===== src/core/css_pkg.sv =====
// shared constants and types for the converter start-up fault supervisor
// assumes a single 125 MHz clock and status read over the serial
// power-management bus
package css_pkg;

    // clock rate, kilohertz, used to turn milliseconds into cycles
    localparam int CLK_KHZ = 125000;

    // soft-start window and auto-restart delay, milliseconds
    localparam int SS_MIN_MS = 2500;
    localparam int SS_MAX_MS = 12000;
    localparam int AUTO_RESTART_MS = 1000;

    // derived cycle counts (min rounds up, max rounds down; exact here)
    localparam logic [30:0] SS_MIN_CYC = 31'(SS_MIN_MS * CLK_KHZ);
    localparam logic [30:0] SS_MAX_CYC = 31'(SS_MAX_MS * CLK_KHZ);
    localparam logic [30:0] RESTART_CYC = 31'(AUTO_RESTART_MS * CLK_KHZ);

    // bus command codes (register offsets)
    localparam logic [7:0] CMD_CLEAR_FAULTS = 8'h03;
    localparam logic [7:0] CMD_STATUS_BYTE = 8'h78;
    localparam logic [7:0] CMD_STATUS_WORD = 8'h79;
    localparam logic [7:0] CMD_INPUT_STATUS = 8'h7C;

    // field positions
    localparam int SB_VIN_UV_BIT = 3;
    localparam int SW_INPUT_BIT = 13;
    localparam int SI_VIN_OV_BIT = 7;
    localparam int SI_VIN_UV_BIT = 4;

    // reset values
    localparam logic FLAG_RST = 1'b0;
    localparam logic [30:0] TMR_RST = 31'h0000_0000;
    localparam logic [7:0] CMD_RST = 8'h00;

    // sequencer states, one-hot
    typedef enum logic [6:0] {
        ST_IDLE = 7'h01,
        ST_UV_WAIT = 7'h02,
        ST_OV_WAIT = 7'h04,
        ST_SOFTSTART = 7'h08,
        ST_RUN = 7'h10,
        ST_RESTART = 7'h20,
        ST_SPARE = 7'h40
    } css_st_e;

    // analog comparator results and bias status, all level inputs
    typedef struct packed {
        logic hi_uv_below_hys;   // high side below uv rise minus hyst
        logic hi_above_uv_rise;  // high side above uv rise threshold
        logic hi_above_ov_rise;  // high side above ov rise threshold
        logic hi_below_ov_hys;   // high side below ov rise minus hyst
        logic ss_done;           // low side reached steady state
        logic inrush_oc;         // overcurrent seen by powertrain
        logic hi_bias_ok;        // high side above bias threshold
        logic lo_bias_ok;        // low side above bias threshold
    } css_sense_s;

    // sequencer state
    typedef struct packed {
        css_st_e st;
        logic [30:0] tmr;
        logic en_q;
        logic uv_flag;
        logic ov_flag;
        logic flt_n;
        logic pt_en;
    } css_ctl_s;

    // serial slave states, one-hot
    typedef enum logic [4:0] {
        BS_IDLE = 5'h01,
        BS_ADDR = 5'h02,
        BS_CMD = 5'h04,
        BS_WDAT = 5'h08,
        BS_READ = 5'h10
    } css_bus_e;

    typedef struct packed {
        css_bus_e st;
        logic mack;
        logic scl_q;
        logic sda_q;
        logic [7:0] sh;
        logic [3:0] cnt;
        logic ack;
        logic hi;
        logic oe;
        logic [7:0] cmd;
        logic clr;
    } css_bus_s;

endpackage


===== src/core/css_pmbus_slave.sv =====
// serial power-management bus slave: byte and word reads, send-byte clear
// assumes scl and sda already synchronous to clk and much slower than it;
// no clock stretching, sda is open drain (oe high pulls the line low)
`timescale 1ns/1ns
module css_pmbus_slave (
    input wire logic clk,
    input wire logic rst,
    input wire logic scl_i,
    input wire logic sda_i,
    input wire logic [6:0] dev_addr,
    input wire logic [15:0] rdata,
    output logic sda_o,
    output logic sda_oe,
    output logic [7:0] cmd,
    output logic clear_faults
);

    css_pkg::css_bus_s q_reg;
    css_pkg::css_bus_s q_next;
    logic rise;
    logic fall;
    logic start;
    logic stop;
    logic [7:0] byte_out;

    // line events from the previous sample
    assign rise = scl_i & ~q_reg.scl_q;
    assign fall = ~scl_i & q_reg.scl_q;
    assign start = scl_i & q_reg.scl_q & q_reg.sda_q & ~sda_i;
    assign stop = scl_i & q_reg.scl_q & ~q_reg.sda_q & sda_i;
    // words go out low byte first, as the bus expects
    assign byte_out = q_reg.hi ? rdata[7:0] : rdata[15:8];

    // next-state of the whole slave
    always_comb begin
        q_next = q_reg;
        q_next.scl_q = scl_i;
        q_next.sda_q = sda_i;
        q_next.clr = 1'b0;
        if (start) begin
            q_next.st = css_pkg::BS_ADDR;
            q_next.cnt = 4'h0;
            q_next.ack = 1'b0;
            q_next.mack = 1'b0;
            q_next.oe = 1'b0;
        end else if (stop) begin
            q_next.st = css_pkg::BS_IDLE;
            q_next.ack = 1'b0;
            q_next.mack = 1'b0;
            q_next.oe = 1'b0;
        end else begin
            case (q_reg.st)
                css_pkg::BS_ADDR, css_pkg::BS_CMD, css_pkg::BS_WDAT: begin
                    if (rise && !q_reg.ack) begin
                        q_next.sh = {q_reg.sh[6:0], sda_i};
                        q_next.cnt = q_reg.cnt + 4'h1;
                    end else if (fall && !q_reg.ack && q_reg.cnt == 4'h8) begin
                        q_next.cnt = 4'h0;
                        if (q_reg.st == css_pkg::BS_ADDR &&
                            q_reg.sh[7:1] != dev_addr) begin
                            q_next.st = css_pkg::BS_IDLE;
                        end else begin
                            q_next.ack = 1'b1;
                            q_next.oe = 1'b1;
                            if (q_reg.st == css_pkg::BS_CMD) begin
                                q_next.cmd = q_reg.sh;
                                // send-byte clear acts once the command is acked
                                q_next.clr =
                                    (q_reg.sh == css_pkg::CMD_CLEAR_FAULTS);
                            end
                        end
                    end else if (fall && q_reg.ack) begin
                        q_next.ack = 1'b0;
                        q_next.oe = 1'b0;
                        if (q_reg.st == css_pkg::BS_ADDR && q_reg.sh[0]) begin
                            q_next.st = css_pkg::BS_READ;
                            q_next.hi = 1'b0;
                            q_next.oe = ~rdata[7];
                            q_next.sh = {rdata[6:0], 1'b0};
                            q_next.cnt = 4'h1;
                        end else if (q_reg.st == css_pkg::BS_ADDR) begin
                            q_next.st = css_pkg::BS_CMD;
                        end else begin
                            q_next.st = css_pkg::BS_WDAT;
                        end
                    end
                end
                css_pkg::BS_READ: begin
                    if (!q_reg.mack && fall) begin
                        if (q_reg.cnt == 4'h8) begin
                            q_next.oe = 1'b0;
                            q_next.mack = 1'b1;
                        end else begin
                            q_next.oe = ~q_reg.sh[7];
                            q_next.sh = {q_reg.sh[6:0], 1'b0};
                            q_next.cnt = q_reg.cnt + 4'h1;
                        end
                    end else if (q_reg.mack && rise) begin
                        // a nack from the master ends the read
                        if (sda_i) begin
                            q_next.st = css_pkg::BS_IDLE;
                            q_next.mack = 1'b0;
                        end else begin
                            q_next.ack = 1'b1;
                        end
                    end else if (q_reg.mack && q_reg.ack && fall) begin
                        q_next.mack = 1'b0;
                        q_next.ack = 1'b0;
                        q_next.hi = ~q_reg.hi;
                        q_next.oe = ~byte_out[7];
                        q_next.sh = {byte_out[6:0], 1'b0};
                        q_next.cnt = 4'h1;
                    end
                end
                default: begin
                    q_next.oe = 1'b0;
                end
            endcase
        end
    end

    // state register
    always_ff @(posedge clk) begin
        if (rst) begin
            q_reg <= '{st: css_pkg::BS_IDLE, mack: 1'b0, scl_q: 1'b1,
                       sda_q: 1'b1, sh: 8'h00, cnt: 4'h0, ack: 1'b0,
                       hi: 1'b0, oe: 1'b0, cmd: css_pkg::CMD_RST,
                       clr: 1'b0};
        end else begin
            q_reg <= q_next;
        end
    end

    assign sda_o = 1'b0; // open drain: only ever pulls low
    assign sda_oe = q_reg.oe;
    assign cmd = q_reg.cmd;
    assign clear_faults = q_reg.clr;

endmodule


===== src/core/css_supervisor.sv =====
// converter start-up and high-side fault supervisor with status readout
// assumes comparator levels synchronous to clk and bus lines already
// synchronous; rst is also asserted on loss of bias
`timescale 1ns/1ns
module css_supervisor #(
    parameter logic [30:0] SS_MIN_CYC = css_pkg::SS_MIN_CYC,
    parameter logic [30:0] SS_MAX_CYC = css_pkg::SS_MAX_CYC,
    parameter logic [30:0] RESTART_CYC = css_pkg::RESTART_CYC
) (
    input wire logic clk,
    input wire logic rst,
    input wire logic enable,
    input wire css_pkg::css_sense_s sense,
    input wire logic [6:0] dev_addr,
    input wire logic scl_i,
    input wire logic sda_i,
    output logic sda_o,
    output logic sda_oe,
    output logic fault_indicator_n,
    output logic powertrain_en
);

    css_pkg::css_ctl_s q_reg;
    css_pkg::css_ctl_s q_next;
    logic [7:0] bus_cmd;
    logic clear_faults;
    logic [15:0] rd_word;
    logic bias_lost;

    // status read mux, shared by every read command
    function automatic logic [15:0] reg_read(input logic [7:0] c,
                                             input logic uv,
                                             input logic ov);
        logic [15:0] w;
        w = 16'h0000;
        case (c)
            css_pkg::CMD_STATUS_BYTE: begin
                w[css_pkg::SB_VIN_UV_BIT] = uv;
            end
            css_pkg::CMD_STATUS_WORD: begin
                w[css_pkg::SB_VIN_UV_BIT] = uv;
                w[css_pkg::SW_INPUT_BIT] = uv | ov;
            end
            css_pkg::CMD_INPUT_STATUS: begin
                w[css_pkg::SI_VIN_UV_BIT] = uv;
                w[css_pkg::SI_VIN_OV_BIT] = ov;
            end
            default: begin
                w = 16'h0000; // unmapped commands read as zero
            end
        endcase
        return w;
    endfunction

    assign rd_word = reg_read(bus_cmd, q_reg.uv_flag, q_reg.ov_flag);
    assign bias_lost = ~sense.hi_bias_ok | ~sense.lo_bias_ok;

    // sequencer and flag next-state
    always_comb begin
        q_next = q_reg;
        q_next.en_q = enable;
        q_next.tmr = q_reg.tmr + 31'h1;
        case (q_reg.st)
            css_pkg::ST_IDLE: begin
                q_next.tmr = css_pkg::TMR_RST;
                // checks happen only on the enable edge
                if (enable && !q_reg.en_q) begin
                    if (sense.hi_uv_below_hys) begin
                        q_next.st = css_pkg::ST_UV_WAIT;
                    end else if (sense.hi_above_ov_rise) begin
                        q_next.st = css_pkg::ST_OV_WAIT;
                    end else begin
                        q_next.st = css_pkg::ST_SOFTSTART;
                    end
                end
            end
            css_pkg::ST_UV_WAIT: begin
                q_next.tmr = css_pkg::TMR_RST;
                if (sense.hi_above_uv_rise) begin
                    q_next.st = css_pkg::ST_SOFTSTART;
                end
            end
            css_pkg::ST_OV_WAIT: begin
                q_next.tmr = css_pkg::TMR_RST;
                if (sense.hi_below_ov_hys) begin
                    q_next.st = css_pkg::ST_SOFTSTART;
                end
            end
            css_pkg::ST_SOFTSTART: begin
                if (sense.inrush_oc) begin
                    q_next.st = css_pkg::ST_RESTART;
                    q_next.tmr = css_pkg::TMR_RST;
                end else if (sense.ss_done && q_reg.tmr >= SS_MIN_CYC) begin
                    q_next.st = css_pkg::ST_RUN;
                end else if (q_reg.tmr >= SS_MAX_CYC) begin
                    // timed-out ramp retries forever, never giving up
                    q_next.st = css_pkg::ST_RESTART;
                    q_next.tmr = css_pkg::TMR_RST;
                end
            end
            css_pkg::ST_RUN: begin
                q_next.tmr = css_pkg::TMR_RST;
            end
            css_pkg::ST_RESTART: begin
                if (q_reg.tmr >= RESTART_CYC) begin
                    q_next.st = css_pkg::ST_SOFTSTART;
                    q_next.tmr = css_pkg::TMR_RST;
                end
            end
            default: begin
                q_next.st = css_pkg::ST_IDLE;
                q_next.tmr = css_pkg::TMR_RST;
            end
        endcase
        // enable low wins over everything and cancels pending starts
        if (!enable) begin
            q_next.st = css_pkg::ST_IDLE;
            q_next.tmr = css_pkg::TMR_RST;
        end
        // sticky flags: a set in the clear cycle wins; bias loss wipes them
        if (clear_faults) begin
            q_next.uv_flag = 1'b0;
            q_next.ov_flag = 1'b0;
        end
        if (q_next.st == css_pkg::ST_UV_WAIT) begin
            q_next.uv_flag = 1'b1;
        end
        if (q_next.st == css_pkg::ST_OV_WAIT) begin
            q_next.ov_flag = 1'b1;
        end
        if (bias_lost) begin
            q_next.uv_flag = css_pkg::FLAG_RST;
            q_next.ov_flag = css_pkg::FLAG_RST;
        end
        // indicator high only once soft-start has finished
        q_next.flt_n = (q_next.st == css_pkg::ST_RUN);
        q_next.pt_en = (q_next.st == css_pkg::ST_SOFTSTART) ||
                       (q_next.st == css_pkg::ST_RUN);
    end

    // state register
    always_ff @(posedge clk) begin
        if (rst) begin
            q_reg <= '{st: css_pkg::ST_IDLE, tmr: css_pkg::TMR_RST,
                       en_q: 1'b0, uv_flag: css_pkg::FLAG_RST,
                       ov_flag: css_pkg::FLAG_RST, flt_n: 1'b0,
                       pt_en: 1'b0};
        end else begin
            q_reg <= q_next;
        end
    end

    assign fault_indicator_n = q_reg.flt_n;
    assign powertrain_en = q_reg.pt_en;

    // status readout over the serial bus
    css_pmbus_slave u_bus (
        .clk(clk),
        .rst(rst),
        .scl_i(scl_i),
        .sda_i(sda_i),
        .dev_addr(dev_addr),
        .rdata(rd_word),
        .sda_o(sda_o),
        .sda_oe(sda_oe),
        .cmd(bus_cmd),
        .clear_faults(clear_faults)
    );

    // checks on the sequencer
    // the indicator may only rise out of a soft-start that reached steady
    // state, so a load switched on by it never meets a dead powertrain
    chk_flt_run: assert property (@(posedge clk) disable iff (rst)
        $rose(fault_indicator_n) |->
        $past(q_reg.st == css_pkg::ST_SOFTSTART && sense.ss_done))
        else $error("fault indicator rose outside soft-start completion");

    chk_uv_block: assert property (@(posedge clk) disable iff (rst)
        (q_reg.st == css_pkg::ST_IDLE && enable && !q_reg.en_q &&
         sense.hi_uv_below_hys)
        |=> (q_reg.st == css_pkg::ST_UV_WAIT) && !powertrain_en)
        else $error("undervoltage did not block start");

    // lockout still standing: the set beats any host clear
    chk_uv_flags: assert property (@(posedge clk) disable iff (rst)
        (q_reg.st == css_pkg::ST_UV_WAIT && enable &&
         !sense.hi_above_uv_rise && !bias_lost) |=> q_reg.uv_flag)
        else $error("undervoltage flag not set");

    chk_ov_block: assert property (@(posedge clk) disable iff (rst)
        (q_reg.st == css_pkg::ST_IDLE && enable && !q_reg.en_q &&
         !bias_lost && !sense.hi_uv_below_hys && sense.hi_above_ov_rise)
        |=> (q_reg.st == css_pkg::ST_OV_WAIT) && !powertrain_en &&
            q_reg.ov_flag)
        else $error("overvoltage did not block start");

    chk_uv_resume: assert property (@(posedge clk) disable iff (rst)
        (q_reg.st == css_pkg::ST_UV_WAIT && enable && sense.hi_above_uv_rise)
        |=> q_reg.st == css_pkg::ST_SOFTSTART && powertrain_en)
        else $error("no restart after undervoltage recovery");

    chk_ov_resume: assert property (@(posedge clk) disable iff (rst)
        (q_reg.st == css_pkg::ST_OV_WAIT && enable && sense.hi_below_ov_hys)
        |=> q_reg.st == css_pkg::ST_SOFTSTART)
        else $error("no restart after overvoltage recovery");

    chk_lockout_low: assert property (@(posedge clk) disable iff (rst)
        (q_reg.st == css_pkg::ST_UV_WAIT || q_reg.st == css_pkg::ST_OV_WAIT)
        |-> !fault_indicator_n)
        else $error("fault indicator high during lockout");

    chk_inrush_stop: assert property (@(posedge clk) disable iff (rst)
        (q_reg.st == css_pkg::ST_SOFTSTART && enable && sense.inrush_oc)
        |=> q_reg.st == css_pkg::ST_RESTART && !powertrain_en &&
            q_reg.tmr == 31'h0)
        else $error("inrush did not stop soft-start");

    chk_ss_early: assert property (@(posedge clk) disable iff (rst)
        $rose(q_reg.st == css_pkg::ST_RUN) |-> $past(q_reg.tmr) >= SS_MIN_CYC)
        else $error("soft-start finished too early");

    chk_en_off: assert property (@(posedge clk) disable iff (rst)
        !enable |=> q_reg.st == css_pkg::ST_IDLE && !powertrain_en)
        else $error("enable low did not stop sequencing");

    chk_flag_hold: assert property (@(posedge clk) disable iff (rst)
        (q_reg.uv_flag && !clear_faults && !bias_lost) |=> q_reg.uv_flag)
        else $error("undervoltage flag dropped on its own");

    chk_retry_loop: assert property (@(posedge clk) disable iff (rst)
        (q_reg.st == css_pkg::ST_RESTART && enable &&
         q_reg.tmr >= RESTART_CYC) |=>
        q_reg.st == css_pkg::ST_SOFTSTART && powertrain_en)
        else $error("no new attempt after the restart delay");

    chk_ss_timeout: assert property (@(posedge clk) disable iff (rst)
        (q_reg.st == css_pkg::ST_SOFTSTART && enable && !sense.inrush_oc &&
         !sense.ss_done && q_reg.tmr >= SS_MAX_CYC) |=>
        q_reg.st == css_pkg::ST_RESTART && !powertrain_en)
        else $error("soft-start ran past its longest window");

    cov_run: cover property (@(posedge clk) disable iff (rst)
        $rose(q_reg.st == css_pkg::ST_RUN));
    cov_retry: cover property (@(posedge clk) disable iff (rst)
        q_reg.st == css_pkg::ST_RESTART ##1 q_reg.st == css_pkg::ST_SOFTSTART);
    cov_uv_start: cover property (@(posedge clk) disable iff (rst)
        q_reg.st == css_pkg::ST_UV_WAIT ##1 q_reg.st == css_pkg::ST_SOFTSTART);
    cov_clear: cover property (@(posedge clk) disable iff (rst)
        q_reg.uv_flag && clear_faults);

endmodule


===== config.mk =====
export PLATFORM = sky130hd
export DESIGN_NAME = css_supervisor
export DESIGN_NICKNAME = d
export VERILOG_FILES = /design/src/core/css_pkg.sv /design/src/core/css_pmbus_slave.sv /design/src/core/css_supervisor.sv
export SDC_FILE = /design/constraint.sdc
export NUM_CORES = 1
export LEC_CHECK = 0
export BUFFER_PORTS_ARGS = -buffer_cell sky130_fd_sc_hd__buf_2
export CAP_MARGIN = 20
export CORE_ASPECT_RATIO = 1.2
export CORE_UTILIZATION = 40
export DETAILED_ROUTE_END_ITERATION = 10
export GPL_ROUTABILITY_DRIVEN = 1
export SYNTH_ARGS = -nofsm -noshare
export SYNTH_HDL_FRONTEND = slang
export SYNTH_SLANG_ARGS = --single-unit

===== constraint.sdc =====
create_clock -name clk -period 2 [get_ports clk]
set_input_delay 0.2 -clock clk [delete_from_list [all_inputs] [get_ports clk]]
set_output_delay 0.2 -clock clk [all_outputs]
set_load 0.05 [all_outputs]

==> key figures <==
Clock tree
  – H-tree depth: 3
  – Worst-case clock buffer depth: 2
  – CTS tree: yes
  – Skew-Pair Late Insertion Delay: 0.33 ns
  – Root Buffer: clkbuf_16
  – Clock Sinks: 75
  – Worst-path clk slew: 0.06 ns
  – Hold buffers post-CTS: 0
  – Total CTS buffers: 9

Finish
  – Final #Nets: 659
  – Layout area overhead: 43.1%
  – Largest register FFs: 41
  – Final instance area: 5920 sq um
  – Antenna diode count: 0
  – Share of layout cells above drive strength 1: 38.7%
  – Final core utilization: 58.9%
  – Final non-filler cell total: 765
  – Fillers: 854

Route
  – Pre-antenna DRT Iters: 4
  – DRC viols: 0
  – DRT iter0 DRCs: 172
  – DR WL/cell: 14.7 um
  – Via-per-instance ratio: 5.44
  – Via count: 4163
  – ANT nets after route: 0
  – Final wirelength: 11300 um

STA
  – Setup violators final: 45
  – Setup TNS: -2.97 ns
  – RSZ-0062 raised after global routing: true
  – Worst setup margin: -0.169 ns
  – Final Skew: 0.00954 ns
  – Tmin final: 2.17 ns
  – Max-slew violation count: 0
  – Worst slew margin relative to its limit: 60.3%
  – Final Cycle Share: 108%
  – Slew of the pin with the lowest slew margin: 0.593 ns
  – Final-report hold violation count: 0
  – Max Clk Rate: 0.461 GHz

Synthesis
  – Synth cell types: 69
  – Syn Area/Cell: 8.26 sq um
  – Number of enable flip-flop cells after synthesis: 0
  – Top-count cell post-synth: nor2_1
  – Async S/R FF share, synth: 0%
  – Synth warn: 0
  – Synth top area cells: dfxtp_1 36%, nor2_1 6.9%, xor2_1 5.9%
  – Mapped Cells: 501
  – Yosys top cell area share: 36.3%
  – Most frequent cells after synthesis: 76 x nor2_1, 75 x dfxtp_1, 34 x nand3_1
  – Main synth FF type: dfxtp_1
  – Cell taking the most area after synthesis: dfxtp_1
  – Post-Synthesis Cell Area: 4140 sq um
  – Flop and latch count out of synthesis: 75
  – Seq/Total Area, Yosys: 36.3%

Floorplanning
  – Ports: 24
  – Die height: 113 um
  – FP Rows: 40
  – Die X: 94.8 um
  – Core area: 10100 sq um
  – Die area: 10800 sq um
  – Effective utilization at floorplan: 41.1%

Placement
  – Input/output buffers: 22
  – Routability cong.: 0.895
  – Placement Cell Area: 5220 sq um
  – DP HPWL: 8020 um
  – Placed Instances: 739

Flow run
  – Maxcap violations: 0

Setup path
  – Slowest CP cell: dfxtp_4
  – Critical Path Source Type: register
  – Critical path arrival: 2.41 ns
  – Worst EP required: 2.24 ns
  – Crit-path max cell delay: 0.37 ns
  – Critical Path Sink Type: register
  – Cell Chain, Critical Path: nor3b_4 -> buf_4 -> nand3_1 -> o21ai_0 -> a211o_4 -> buf_4 -> a311oi_4 -> buf_12 -> nor2_1 -> a311oi_1
  – Crit path max fanout: 16
  – WP buf/inv: 3
  – CP top delay family: compound AO/OA/AOI/OAI gates
  – Kind of critical path: register to register
  – Most used cell along the critical path: buf_4

Power
  – Combinational power share: 6.1%
  – Net Sw Frac: 21.9%
  – Psw: 0.710 mW
  – Clk pwr share: 47.1%
  – Sequential share of power: 46.8%
  – Pleak: 2.33 nW
  – Internal power: 2.53 mW
  – Worst VDD drop: 0.467 mV
  – PD cells: 547 nW/um^2

Global routing
  – Vias in the first global route: 4061
  – GRT Total Usage: 21.6%
  – Gr ovfl total: 0
  – Initial antenna violation count: 0
  – Global-route wire length before repair: 18200 um
  – Largest net degree at the start of global routing: 26

Run status
  – Outcome: finished, violations left
  – Failing checks: negative setup slack

Worst hold path
  – Worst hold path class: primary input to register
power groups by stage:
stage	logic (mW)	clock network [mW]	registers [mW]
after floorplan	0.0931	0	1.55
after global placement	0.177	0	1.55
after detailed placement	0.180	0	1.55
after CTS	0.187	1.55	1.51
after global routing	0.211	1.63	1.51
final	0.198	1.52	1.51
stage by stage:
stage	worst slack (ns)	hold WS [ns]	power [mW]
2_1_floorplan	-0.0471	0.304	1.64
3_3_place_gp	-0.209	0.471	1.73
3_5_place_dp	-0.192	0.487	1.73
4_1_cts	-0.117	0.169	3.25
5_1_grt	-0.221	0.206	3.35
6_report	-0.169	0.182	3.24
layout make-up:
class	instances	area [sq um]	share of cell area, %
well taps	126	158	2.66
clock inverters	2	10.0	0.169
inverters	11	41.3	0.697
flip-flops and latches	75	1520	25.7
clock buffers	13	270	4.56
repair buffers	147	1110	18.7
multi-input cells	391	2810	47.5
cells in the final DEF, fill, tap and decap left out, drive strengths merged, types with 5 or more instances in the layout:
cell,n
buf,147
nor2,77
dfxtp,75
nand3,34
xor2,28
a21oi,28
nand2,26
nor3,15
o21ai,14
clkbuf,13
mux2i,12
nand2b,11
inv,11
nand4,10
and3,10
nor2b,10
nor4,10
xnor2,9
nor3b,8
nand3b,6
a211oi,6
nand4b,5
a211o,5
or4,5
or2,5
a31oi,5
timing repair:
item	4_1_cts	5_1_grt
buffers inserted	5	6
endpoints found under the hold margin	0	0
endpoints found under the setup margin	55	55
resized for setup	37	44
pin swaps	17	15
metal layers:
metal	part of all wire, %	GRT usage (%)	routed length [um]
met1	41	23.2	4650
met2	53	39.9	5990
met3	2.6	4.07	294
met5	0	0	0
met4	2.8	10.0	316
cell families after synthesis:
logic type	count (synthesis)	share of synthesized area [%]
compound gates	82	13.7
xor+xnor	37	7.83
fa+ha+maj	4	1.21
buf+inv	36	4.23
flops	75	36.3
mux	12	2.90
other cells	1	0.0906
simple gates	254	33.8
tightest hold or removal path: cells and delay by family:
family | cells | cell delay (ns)
compound gates | 1 | 0.07
buf+inv | 1 | 0.11
simple gates | 1 | 0.09
worst paths after layout:
kind	slack [ns]	startpoint	end	cells past startpoint
setup reg to reg	-0.17	u_bus.q_reg[25]	u_bus.q_reg[22]	10
setup / recovery	-0.17	u_bus.q_reg[25]	u_bus.q_reg[22]	10
hold reg to reg	0.49	u_bus.cmd[4]	u_bus.cmd[4]	2
hold / removal	0.18	sense[7]	q_reg[37]	3
Power figures use the tool's default switching activity.
